===== src/verilog/rbc_params.svh =====
// constants for the reset and ram back-up control block
`ifndef RBC_PARAMS_SVH
`define RBC_PARAMS_SVH

`define RBC_CLK_PERIOD_NS 8
`define RBC_SETTLE_NS 2000
`define RBC_SETTLE_CYC \
  ((`RBC_SETTLE_NS + `RBC_CLK_PERIOD_NS - 1) / `RBC_CLK_PERIOD_NS)

`define RBC_PC_START 0
`define RBC_STACK_BACKUP 3'h7
`define RBC_STACK_RESET 3'h7
`define RBC_FLAGS_RESET 9'h004
`define RBC_KEEP_RESET 40'h0000000000
`define RBC_LOSE_RESET 16'h0000
`define RBC_WDT_W 16
`define RBC_PC_W 13
`define RBC_WAKE_W 12

`define RBC_FLAG_IE 8
`define RBC_FLAG_EXT 7
`define RBC_FLAG_T1 6
`define RBC_FLAG_T2 5
`define RBC_FLAG_WD1 4
`define RBC_FLAG_WD2 3
`define RBC_FLAG_WEN 2
`define RBC_FLAG_ADC 1
`define RBC_FLAG_CARRY 0

`endif


===== src/verilog/rbc_pkg.sv =====
// types of the reset and ram back-up control block
package rbc_pkg;

  typedef enum logic [1:0] {
    RBC_ST_RUN = 2'h0,
    RBC_ST_BACKUP = 2'h1,
    RBC_ST_SETTLE = 2'h3,
    RBC_ST_RESTART = 2'h2
  } rbc_state_t;

  typedef enum logic [2:0] {
    RBC_OP_OTHER = 3'h0,
    RBC_OP_ARM = 3'h1,
    RBC_OP_ENTER = 3'h2,
    RBC_OP_SKIP_PD = 3'h3,
    RBC_OP_WDT_RESTART = 3'h4
  } rbc_instr_t;

  typedef struct packed {
    logic interrupt_enable_flag;
    logic external_request_flag;
    logic timer_one_request_flag;
    logic timer_two_request_flag;
    logic watchdog_flag_first;
    logic watchdog_flag_second;
    logic watchdog_enable_flag;
    logic conversion_done_flag;
    logic carry_flag;
  } rbc_flags_t;

  typedef struct packed {
    logic [3:0] timer_control_two;
    logic [3:0] timer_control_six;
    logic [3:0] external_interrupt_control;
    logic [3:0] converter_control_reg;
    logic [3:0] pullup_control_port_zero;
    logic [3:0] pullup_control_port_one;
    logic [3:0] pullup_control_port_two;
    logic [3:0] wakeup_control_port_zero;
    logic [3:0] wakeup_control_port_one;
    logic [3:0] wakeup_control_port_two;
  } rbc_keep_cfg_t;

  typedef struct packed {
    logic [3:0] timer_control_one;
    logic [3:0] clock_control_reg;
    logic [3:0] interrupt_control_first;
    logic [3:0] interrupt_control_second;
  } rbc_lose_cfg_t;

endpackage : rbc_pkg


===== src/verilog/rbc_sync.sv =====
// two-flop synchroniser for pin inputs
`timescale 1ns/10ps
module rbc_sync #(
  parameter int WIDTH = 1,
  parameter logic [WIDTH-1:0] RST_VAL = '1
) (
  input wire logic core_clk,
  input wire logic rst,
  input wire logic [WIDTH-1:0] pin_in,
  output logic [WIDTH-1:0] pin_sync
);
  logic [WIDTH-1:0] meta_ff;
  logic [WIDTH-1:0] sync_ff;

  // only the second stage is ever looked at
  always_ff @(posedge core_clk)
  begin
    if (rst)
    begin
      meta_ff <= RST_VAL;
      sync_ff <= RST_VAL;
    end
    else
    begin
      meta_ff <= pin_in;
      sync_ff <= meta_ff;
    end
  end

  assign pin_sync = sync_ff;
endmodule : rbc_sync


===== src/verilog/rbc_settle.sv =====
// oscillator settling down-counter, one pulse when done
`timescale 1ns/10ps
module rbc_settle #(
  parameter int COUNT = 250
) (
  input wire logic core_clk,
  input wire logic rst,
  input wire logic start,
  output logic done
);
  localparam int CW = $clog2(COUNT + 1);
  logic [CW-1:0] cnt_ff;
  logic busy_ff;
  logic done_ff;

  always_ff @(posedge core_clk)
  begin
    if (rst)
    begin
      cnt_ff <= '0;
      busy_ff <= 1'b0;
      done_ff <= 1'b0;
    end
    else if (start)
    begin
      cnt_ff <= CW'(COUNT - 1);
      busy_ff <= 1'b1;
      done_ff <= 1'b0;
    end
    else if (busy_ff)
    begin
      done_ff <= (cnt_ff == '0);
      busy_ff <= (cnt_ff != '0);
      cnt_ff <= (cnt_ff == '0) ? cnt_ff : cnt_ff - 1'b1;
    end
    else
    begin
      done_ff <= 1'b0;
    end
  end

  assign done = done_ff;
endmodule : rbc_settle


===== src/verilog/rbc_ctrl.sv =====
// reset and ram back-up control of the 4-bit core
// Behaviour
// RULE1 - reset loads program counter with zero
// RULE2 - reset clears timer and watchdog flags
// RULE3 - reset clears conversion flag and carry
// RULE4 - reset sets watchdog enable flag
// RULE5 - software initialises everything left undefined
// RULE6 - back-up only on arm then enter
// RULE7 - lone enter instruction acts as nop
// RULE8 - back-up stops oscillator, keeps ram
// RULE9 - wakeup restarts at zero, power-down set
// RULE10 - pin or watchdog reset clears power-down
// RULE11 - skip instruction tests power-down flag
// RULE12 - back-up keeps ports, oscillator, listed registers; the code stops the oscillator (osc_stop high in back-up)
// RULE13 - back-up initialises the listed volatile state
// RULE14 - back-up sets stack pointer to seven
// RULE15 - timer two state undefined after back-up
// RULE16 - back-up clears watchdog flag and counter
// RULE17 - only wakeup or reset leaves back-up
// RULE18 - reset pin held low one machine cycle
// RULE19 - wakeup waits for oscillator to settle
// RULE20 - any other instruction cancels the arming
`timescale 1ns/10ps
`include "rbc_params.svh"
module rbc_ctrl
  import rbc_pkg::*;
#(
  parameter int PC_W = `RBC_PC_W,
  parameter int WDT_W = `RBC_WDT_W,
  parameter int WAKE_W = `RBC_WAKE_W,
  parameter int SETTLE_CYC = `RBC_SETTLE_CYC
) (
  input wire logic core_clk,
  input wire logic rst,
  input wire logic reset_pin_n,
  input wire logic [WAKE_W-1:0] wake_pin_n,
  input wire logic instr_valid,
  input wire rbc_instr_t instr_op,
  input wire logic flag_wr_en,
  input wire rbc_flags_t flag_wr_data,
  input wire logic keep_wr_en,
  input wire rbc_keep_cfg_t keep_wr_data,
  input wire logic lose_wr_en,
  input wire rbc_lose_cfg_t lose_wr_data,
  output logic cpu_run,
  output logic osc_stop,
  output logic port_hold,
  output logic pc_load,
  output logic [PC_W-1:0] pc_value,
  output logic volatile_init,
  output logic [2:0] stack_pointer,
  output logic skip_next,
  output logic power_down_flag,
  output rbc_flags_t flags,
  output rbc_keep_cfg_t keep_cfg,
  output rbc_lose_cfg_t lose_cfg,
  output logic [WDT_W-1:0] watchdog_counter,
  output logic armed
);

  rbc_state_t state_ff;
  rbc_state_t nxt_state;
  logic [WAKE_W:0] pins_sync;
  logic reset_pin_sync_n;
  logic [WAKE_W-1:0] wake_sync_n;
  logic settle_done;
  logic cpu_run_ff;
  logic osc_stop_ff;
  logic port_hold_ff;
  logic pc_load_ff;
  logic [PC_W-1:0] pc_value_ff;
  logic volatile_init_ff;
  logic [2:0] stack_pointer_ff;
  logic skip_next_ff;
  logic power_down_flag_ff;
  rbc_flags_t flags_ff;
  rbc_flags_t nxt_flags;
  rbc_keep_cfg_t keep_cfg_ff;
  rbc_lose_cfg_t lose_cfg_ff;
  logic [WDT_W-1:0] watchdog_counter_ff;
  logic armed_ff;
  logic wdt_reset_ff;
  logic cold_req;
  logic exec;
  logic enter_backup;
  logic wake_hit;
  logic wdt_wrap;

  // one executed instruction, seen only while the core runs
  function automatic logic is_op(input logic v, input rbc_instr_t op,
                                 input rbc_instr_t want);
    is_op = v && (op == want);
  endfunction : is_op

  rbc_sync #(
    .WIDTH(WAKE_W + 1),
    .RST_VAL({(WAKE_W + 1){1'b1}})
  ) u_sync (
    .core_clk(core_clk),
    .rst(rst),
    .pin_in({reset_pin_n, wake_pin_n}),
    .pin_sync(pins_sync)
  );

  assign reset_pin_sync_n = pins_sync[WAKE_W];
  assign wake_sync_n = pins_sync[WAKE_W-1:0];

  rbc_settle #(
    .COUNT(SETTLE_CYC)
  ) u_settle (
    .core_clk(core_clk),
    .rst(rst),
    .start(state_ff == RBC_ST_BACKUP && wake_hit),
    .done(settle_done)
  );

  // a low pin is caught as soon as it has crossed the synchroniser
  assign cold_req = !reset_pin_sync_n || wdt_reset_ff; // RULE18
  assign exec = instr_valid && (state_ff == RBC_ST_RUN) && !cold_req;
  assign enter_backup = is_op(exec, instr_op, RBC_OP_ENTER) &&
                        armed_ff; // RULE6
  // key-on lines low while their wakeup control bit is set
  assign wake_hit = |(~wake_sync_n & {keep_cfg_ff.wakeup_control_port_two,
                                      keep_cfg_ff.wakeup_control_port_one,
                                      keep_cfg_ff.wakeup_control_port_zero});
  assign wdt_wrap = (state_ff == RBC_ST_RUN) &&
                    flags_ff.watchdog_enable_flag &&
                    (watchdog_counter_ff == {WDT_W{1'b1}});

  always_comb
  begin
    nxt_state = state_ff;
    case (state_ff)
      RBC_ST_RUN:
      begin
        if (enter_backup)
          nxt_state = RBC_ST_BACKUP;
      end
      RBC_ST_BACKUP:
      begin
        // timers are frozen here, so no internal event can wake us
        if (wake_hit)
          nxt_state = RBC_ST_SETTLE; // RULE17
      end
      RBC_ST_SETTLE:
      begin
        if (settle_done)
          nxt_state = RBC_ST_RESTART; // RULE19
      end
      RBC_ST_RESTART:
      begin
        if (!cold_req)
          nxt_state = RBC_ST_RUN;
      end
      default:
        nxt_state = RBC_ST_RESTART;
    endcase
    if (cold_req)
      nxt_state = RBC_ST_RESTART;
  end

  always_ff @(posedge core_clk)
  begin
    if (rst)
      state_ff <= RBC_ST_RESTART;
    else
      state_ff <= nxt_state;
  end

  // status outputs follow the state
  always_ff @(posedge core_clk)
  begin
    if (rst)
    begin
      cpu_run_ff <= 1'b0;
      osc_stop_ff <= 1'b0;
      port_hold_ff <= 1'b0;
    end
    else
    begin
      cpu_run_ff <= (nxt_state == RBC_ST_RUN);
      osc_stop_ff <= (nxt_state == RBC_ST_BACKUP); // RULE8
      // pins keep their levels while the core is asleep
      port_hold_ff <= (nxt_state == RBC_ST_BACKUP) ||
                      (nxt_state == RBC_ST_SETTLE); // RULE12
    end
  end

  // restart from page zero, address zero on every release
  always_ff @(posedge core_clk)
  begin
    if (rst)
    begin
      pc_load_ff <= 1'b0;
      pc_value_ff <= PC_W'(`RBC_PC_START); // RULE1
    end
    else
    begin
      pc_load_ff <= (state_ff == RBC_ST_RESTART) &&
                    (nxt_state == RBC_ST_RUN); // RULE1 RULE9 RULE10
      pc_value_ff <= PC_W'(`RBC_PC_START);
    end
  end

  // accumulators, timer one and converter are told to reset
  always_ff @(posedge core_clk)
  begin
    if (rst)
      volatile_init_ff <= 1'b1;
    else
      volatile_init_ff <= enter_backup || cold_req; // RULE13
  end

  always_ff @(posedge core_clk)
  begin
    if (rst)
      stack_pointer_ff <= `RBC_STACK_RESET;
    else if (enter_backup)
      stack_pointer_ff <= `RBC_STACK_BACKUP; // RULE14
  end

  // arm survives exactly one instruction
  always_ff @(posedge core_clk)
  begin
    if (rst)
      armed_ff <= 1'b0;
    else if (cold_req)
      armed_ff <= 1'b0;
    else if (exec)
      armed_ff <= (instr_op == RBC_OP_ARM); // RULE20 RULE7
  end

  always_ff @(posedge core_clk)
  begin
    if (rst)
      skip_next_ff <= 1'b0;
    else
      skip_next_ff <= is_op(exec, instr_op, RBC_OP_SKIP_PD) &&
                      power_down_flag_ff; // RULE11
  end

  always_ff @(posedge core_clk)
  begin
    if (rst)
      power_down_flag_ff <= 1'b0;
    else if (cold_req)
      power_down_flag_ff <= 1'b0; // RULE10
    else if (state_ff == RBC_ST_SETTLE && settle_done)
      power_down_flag_ff <= 1'b1; // RULE9
  end

  // watchdog: first wrap raises the first flag, the next one resets
  always_ff @(posedge core_clk)
  begin
    if (rst)
    begin
      watchdog_counter_ff <= '0;
      wdt_reset_ff <= 1'b0;
    end
    else
    begin
      wdt_reset_ff <= wdt_wrap && flags_ff.watchdog_flag_first;
      if (cold_req || enter_backup)
        watchdog_counter_ff <= '0; // RULE16
      else if (is_op(exec, instr_op, RBC_OP_WDT_RESTART))
        watchdog_counter_ff <= '0;
      else if (state_ff == RBC_ST_RUN && flags_ff.watchdog_enable_flag)
        watchdog_counter_ff <= watchdog_counter_ff + 1'b1;
    end
  end

  always_comb
  begin
    nxt_flags = flags_ff;
    if (flag_wr_en && exec)
      nxt_flags = flag_wr_data;
    if (is_op(exec, instr_op, RBC_OP_WDT_RESTART))
      nxt_flags.watchdog_flag_first = 1'b0;
    // hardware set beats a software clear in the same cycle
    if (wdt_wrap)
    begin
      nxt_flags.watchdog_flag_first = 1'b1;
      if (flags_ff.watchdog_flag_first)
        nxt_flags.watchdog_flag_second = 1'b1;
    end
    if (enter_backup)
    begin
      nxt_flags.carry_flag = 1'b0; // RULE13
      nxt_flags.timer_one_request_flag = 1'b0;
      nxt_flags.external_request_flag = 1'b0;
      nxt_flags.conversion_done_flag = 1'b0;
      nxt_flags.interrupt_enable_flag = 1'b0;
      nxt_flags.watchdog_enable_flag = 1'b1;
      nxt_flags.watchdog_flag_first = 1'b0; // RULE16
      // timer two and its flag simply stay where they were
      nxt_flags.timer_two_request_flag =
        flags_ff.timer_two_request_flag; // RULE15
    end
    if (cold_req)
    begin
      nxt_flags = `RBC_FLAGS_RESET; // RULE2 RULE3 RULE4
      // second watchdog flag is cleared by the reset, watchdog reset included
      nxt_flags.watchdog_flag_second = 1'b0; // RULE2
    end
  end

  always_ff @(posedge core_clk)
  begin
    if (rst)
      flags_ff <= `RBC_FLAGS_RESET; // RULE2 RULE3 RULE4
    else
      flags_ff <= nxt_flags;
  end

  // retained set: untouched by back-up, only reset or software
  always_ff @(posedge core_clk)
  begin
    if (rst)
      keep_cfg_ff <= `RBC_KEEP_RESET;
    else if (keep_wr_en && exec)
      keep_cfg_ff <= keep_wr_data; // RULE12
  end

  always_ff @(posedge core_clk)
  begin
    if (rst)
      lose_cfg_ff <= `RBC_LOSE_RESET;
    else if (enter_backup)
      lose_cfg_ff <= `RBC_LOSE_RESET; // RULE13
    else if (lose_wr_en && exec)
      lose_cfg_ff <= lose_wr_data;
  end

  assign cpu_run = cpu_run_ff;
  assign osc_stop = osc_stop_ff;
  assign port_hold = port_hold_ff;
  assign pc_load = pc_load_ff;
  assign pc_value = pc_value_ff;
  assign volatile_init = volatile_init_ff;
  assign stack_pointer = stack_pointer_ff;
  assign skip_next = skip_next_ff;
  assign power_down_flag = power_down_flag_ff;
  assign flags = flags_ff;
  assign keep_cfg = keep_cfg_ff;
  assign lose_cfg = lose_cfg_ff;
  assign watchdog_counter = watchdog_counter_ff;
  assign armed = armed_ff;

endmodule : rbc_ctrl


===== config.mk =====
export PLATFORM = sky130hd
export DESIGN_NAME = rbc_ctrl
export DESIGN_NICKNAME = d
export VERILOG_FILES = /design/src/verilog/rbc_pkg.sv /design/src/verilog/rbc_sync.sv /design/src/verilog/rbc_settle.sv /design/src/verilog/rbc_ctrl.sv
export VERILOG_INCLUDE_DIRS = /design/src /design/src/verilog
export SDC_FILE = /design/constraint.sdc
export NUM_CORES = 1
export LEC_CHECK = 0
export ABC_AREA = 1
export BUFFER_PORTS_ARGS = -buffer_cell sky130_fd_sc_hd__buf_2
export CAP_MARGIN = 15
export CORE_AREA = 2 2 144 132
export CTS_BUF_LIST = sky130_fd_sc_hd__clkbuf_4
export CTS_CLUSTER_DIAMETER = 80
export DETAILED_ROUTE_END_ITERATION = 10
export DIE_AREA = 0 0 146 134
export GPL_TIMING_DRIVEN = 0
export PLACE_DENSITY = 0.64
export SYNTH_ARGS = -nofsm -noshare
export SYNTH_HDL_FRONTEND = slang
export SYNTH_SLANG_ARGS = --single-unit

===== constraint.sdc =====
create_clock -name core_clk -period 2.15 [get_ports core_clk]
set_input_delay 0.43 -clock core_clk [delete_from_list [all_inputs] [get_ports core_clk]]
set_output_delay 0.43 -clock core_clk [all_outputs]
set_load 0.03 [all_outputs]

=== Word level (Yosys, flattened, before mapping) ===
Index checks and enable logic that the tools add are counted.

* Flip-flop bits (word level): 128

* Add/sub/neg operators: 2
* Multiplexer cells: 14
* Reduce and logical (&&, ||, !) cells: 37
* Equal/unequal tests: 11
* Bitwise gates (word level): 5

{| class="wikitable"
|+ Operator list
! kind !! number
|-
| $mux 8 || 3
|-
| $add 16x1->16 const B || 1
|-
| $eq 16x16->1 const B || 1
|-
| $logic_and 1x1->1 || 16
|-
| $and 12x12->12 || 1
|-
| $not 12->12 || 1
|-
| $reduce_or 12->1 || 1
|-
| $mux 2 || 5
|-
| $reduce_or 3->1 || 3
|-
| $logic_not 8->1 || 1
|-
| $pmux 2 s4 || 1
|-
| $reduce_bool 8->1 || 1
|-
| $sub 8x1->8 const B || 1
|-
| $eq 2x2->1 const B || 3
|-
| $eq 3x2->1 const B || 2
|-
| $reduce_and 2->1 || 3
|-
| $reduce_or 2->1 || 3
|-
| $mux 5 || 1
|-
| $eq 2x1->1 const B || 2
|-
| $logic_not 2->1 || 2
|-
| $mux 1 || 4
|-
| $eq 3x1->1 const B || 1
|-
| $eq 3x3->1 const B || 1
|-
| $logic_or 1x1->1 || 3
|-
| other kinds (5) || 8
|}

=== Longest topological paths before layout ===
* Word-level depth: 11
* Gate-level depth with buffers: 11

=== Modules after synthesis ===
Synthesis repeated with hierarchy kept, for this count alone.

* Cell total of the unflattened synthesis: 697
* Area, all modules: 5,276.3 µm²

{| class="wikitable"
|+ By module, submodules not included
! module !! instances !! seq. area each (µm²) !! area each (µm²) !! cells each
|-
| rbc_ctrl || 1 || 1,821.7 || 3,892.5 || 527
|-
| rbc_sync || 1 || 520.5 || 752.0 || 81
|-
| rbc_settle || 1 || 200.2 || 631.9 || 89
|}

=== Worst setup path after synthesis ===
OpenSTA, ideal clock, no wires.

* Path kind: reg2reg
* Start: register watchdog_counter_ff[0], in the netlist watchdog_counter[0]
* End: register watchdog_counter_ff[12], in the netlist watchdog_counter[12]
* Buffers on the path: 0
* Clock period less this slack: 1.582 ns
* Path slack: 0.568 ns
* Stages on the path, launching flop included: 8
* Required time: 2.028 ns
* Data arrival time: 1.460 ns
* Path through: dfxtp_1 -> ha_1 -> nand3_1 -> nand3b_1 -> nand2_1 -> inv_1 -> o21ai_0 -> a21oi_2

* Cells in the longest elaborated chain, start to end: 1

{| class="wikitable"
|+ Ends and longest elaborated chain
! what !! RTL line !! text
|-
| from (decl) || rbc_ctrl.sv:80 || <nowiki>logic [WDT_W-1:0] watchdog_counter_ff;</nowiki>
|-
| from (signal assigned) || rbc_ctrl.sv:268 || <nowiki>watchdog_counter_ff <= watchdog_counter_ff + 1'b1;</nowiki>
|-
| $add 16x1->16 || rbc_ctrl.sv:268 ||
|}

No other way between the ends.
A chain may end at the register's enable or synchronous reset.

=== Worst setup path after layout ===
* Start: register watchdog_counter_ff[11], in the netlist watchdog_counter[11]
* End: output watchdog_counter[11]

{| class="wikitable"
|+ RTL lines
! what !! RTL line !! text
|-
| to (decl) || rbc_ctrl.sv:57 || <nowiki>output logic [WDT_W-1:0] watchdog_counter,</nowiki>
|}

No word-level cell between the ends.

==> results.sh <==
export IMPL_status="finished clean"
export IMPL_cts_sinks=127
export IMPL_area_growth_synth_to_final_pct=28.9
export IMPL_drc_errors=0
export IMPL_drt_vias_per_instance=4.31
export IMPL_cp_end_kind="output pin"
export IMPL_diodes=0
export IMPL_p_switching_w=0.00139
export IMPL_synth_top_area_cell="dfxtp_1"
export IMPL_row_count=47
export IMPL_finalHoldViolations=0
export IMPL_dp_hpwl_um=11100
export IMPL_power_density_mw_per_mm2=690
export IMPL_cts_buffers=17
export IMPL_synth_seq_cells=127
export IMPL_multiInputGateArea_mm2=0.00230
export IMPL_crit_path_max_fanout=6
export IMPL_cp_slowest_stage_delay_ns=0.49
export IMPL_yosysTopAreaCellShare_pct=47.8
export IMPL_required_ns=1.72
export IMPL_setup_tns_final_ns=0
export IMPL_synth_distinct_cells=38
export IMPL_combPwrFrac_pct=11.9
export IMPL_seqPwrFrac_pct=51.8
export IMPL_hold_path_class="input port to flip-flop"
export IMPL_synth_most_common_cell="nand2_1"
export IMPL_grt_max_degree=17
export IMPL_gp_congestion=0.793
export IMPL_htreeDepth=4
export IMPL_synth_common_cells="nand2_1 (158), dfxtp_1 (127), a21oi_1 (75)"
export IMPL_finalClockSkew_ns=0.0258
export IMPL_clock_latency_ns=0.56
export IMPL_finalMaxSlewViolations=0
export IMPL_ant_nets=0
export IMPL_cts_root_buf="clkbuf_4"
export IMPL_relSlewSlack_pct=57.5
export IMPL_top_level_ports=192
export IMPL_critPathKind="flip-flop to output pin"
export IMPL_fill_cells=1963
export IMPL_min_period_ns=1.72
export IMPL_finalSetupViolCount=0
export IMPL_synthCells=670
export IMPL_p_clk_share_pct=36.3
export IMPL_fin_crit_sh_pct=79.9
export IMPL_irDropWorstVdd_v=0.000363
export IMPL_drt_wl_total_um=15000
export IMPL_drive_above_1_share_pct=34.9
export IMPL_setup_slack_ns=0.431
export IMPL_avgSynthCellArea_um2=7.94
export IMPL_internal_power_w=0.00334
export IMPL_dpl_worst_slack_ns=0.0865
export IMPL_sw_frac_of_total_pct=29.4
export IMPL_dr_first_iter_drc_count=182
export IMPL_final_cells=1137
export IMPL_slowest_stage="dfxtp_1"
export IMPL_leakage_nw=3.13
export IMPL_yosysWarnings=0
export IMPL_grt_pass1_wl_um=24600
export IMPL_initial_core_util_pct=29.4
export IMPL_fin_nets=968
export IMPL_die_h_um=134
export IMPL_seq_area_mm2=0.00254
export IMPL_core_area_mm2=0.0181
export IMPL_cp_cell_sequence="buf_2"
export IMPL_grt_usage_pct=15.9
export IMPL_die_area_mm2=0.0196
export IMPL_first_global_vias=4820
export IMPL_cp_num_buf_inv=1
export IMPL_wl_per_cell_um=13.2
export IMPL_antenna_found_initial=2
export IMPL_dp_cells=1103
export IMPL_clock_fmax_mhz=582
export IMPL_post_cts_buffers=0
export IMPL_clk_pin_slew_worst_paths_ns=0.12
export IMPL_vias=4902
export IMPL_synth_area_leaders="dfxtp_1 (48%), nand2_1 (11%), a21oi_1 (7.1%)"
export IMPL_synth_cell_area_mm2=0.00532
export IMPL_die_width_um=146
export IMPL_critPathArrivalTime_ns=1.29
export IMPL_drtPass1Iterations=4
export IMPL_synth_ff_type="dfxtp_1"
export IMPL_async_flop_share_pct=0
export IMPL_rsz0062_at_grt="no"
export IMPL_synth_edff_count=0
export IMPL_cts_tree="done"
export IMPL_port_buffers=174
export IMPL_grt_ovfl_total=0
export IMPL_ys_seq_area_share_pct=47.8
export IMPL_cp_top_family="flip-flops"
export IMPL_start_kind="flip-flop"
export IMPL_maxCapViolCount=0
export IMPL_clock_path_buffers=2
export IMPL_worst_pin_slew_ns=0.638
==> metal layers <==
layer	track usage, %	vias to the layer above	part of all wire, %
li1	-	2547	-
met1	20.1	2172	47
met2	24.9	155	43
met3	6.12	24	7.9
met4	5.34	4	1.8
met5	0	-	0.20
==> power by group through the flow <==
| stage | logic (W) | registers (W) | clock network, W |
|---|---|---|---|
| finish | 0.000561 | 0.00245 | 0.00172 |
| global route | 0.000618 | 0.00246 | 0.00189 |
| CTS | 0.000570 | 0.00245 | 0.00180 |
| detailed placement | 0.000565 | 0.00251 | 0 |
| global placement | 0.000562 | 0.00251 | 0 |
| floorplan | 0.000273 | 0.00259 | 0 |
==> final timing paths <==
path                               end            startpoint  depth (start not counted)  slack (ns)
setup / recovery  watchdog_counter[11]  watchdog_counter[11]                          1        0.43
hold / removal       u_sync.meta_ff[7]         wake_pin_n[7]                          2        0.06
setup reg to reg    u_settle.cnt_ff[3]    u_settle.cnt_ff[0]                         10        0.53
hold reg to reg    u_sync.pin_sync[12]    u_sync.meta_ff[12]                          1        0.41
==> cells by family after synthesis <==
| family | count (synthesis) | synth area share, % |
|---|---|---|
| buf+inv | 101 | 9.95 |
| simple gates | 334 | 30.9 |
| fa+ha+maj | 2 | 0.470 |
| compound gates | 97 | 9.62 |
| flops | 127 | 47.8 |
| other cells | 2 | 0.141 |
| xor+xnor | 7 | 1.15 |
==> metrics by stage <==
| stage | hold WS, ns | power [W] | instance area [um2] | utilization, % |
|---|---|---|---|---|
| floorplan | 0.389 | 0.00286 | 5370 | - |
| global placement | 0.391 | 0.00307 | 6550 | 36.2 |
| detailed placement | 0.393 | 0.00307 | 6550 | 36.2 |
| CTS | 0.00134 | 0.00482 | 6860 | 37.9 |
| global route | 0.00254 | 0.00497 | 6860 | 37.9 |
| finish | 0.0557 | 0.00474 | 6860 | 37.9 |
==> flip-flops by register name, summed over array words and instances (netlist names) <==
register / cells
keep_cfg: 40
lose_cfg: 16
watchdog_counter: 16
u_sync.meta_ff: 13
u_sync.pin_sync: 13
flags: 9
u_settle.cnt_ff: 8
state_ff: 2
armed: 1
cpu_run: 1
osc_stop: 1
pc_load: 1
power_down_flag: 1
skip_next: 1
u_settle.busy_ff: 1
u_settle.done: 1
volatile_init: 1
wdt_reset_ff: 1
==> layout by cell type (no fill, tap or decap), types with 3 or more instances in the layout <==
cell type,instances
o21ai_1,3
or2_1,3
nand4_1,7
dfxtp_1,127
buf_4,17
xnor2_1,4
conb_1,16
nand3_2,20
or2_2,28
inv_1,50
nor2_4,4
nand2_4,3
inv_6,5
a21oi_1,75
nand2_1,158
clkinv_4,4
buf_8,4
o21ai_0,9
nand3_1,54
xor2_1,3
buf_2,183
a21oi_2,5
inv_2,4
buf_6,3
nor2_1,39
nor3_1,7
a31oi_1,4
clkbuf_4,18
clkbuf_1,12
nor2_2,3
==> area by class of cell <==
class	count	share of cell area, %
buffer	45	4.54
timing repair buffer	176	13.0
clock buffer	18	1.97
sequential	127	37.1
inverter	56	3.17
clock inverter	14	2.26
tap	245	4.47
multi-input combinational	456	33.6
==> repair_timing <==
action / in CTS / in global routing
resized for setup: 0 / 0
hold endpoints to repair: 2 / 0
hold buffers: 2 / 0
Power figures use the tool's default switching activity.
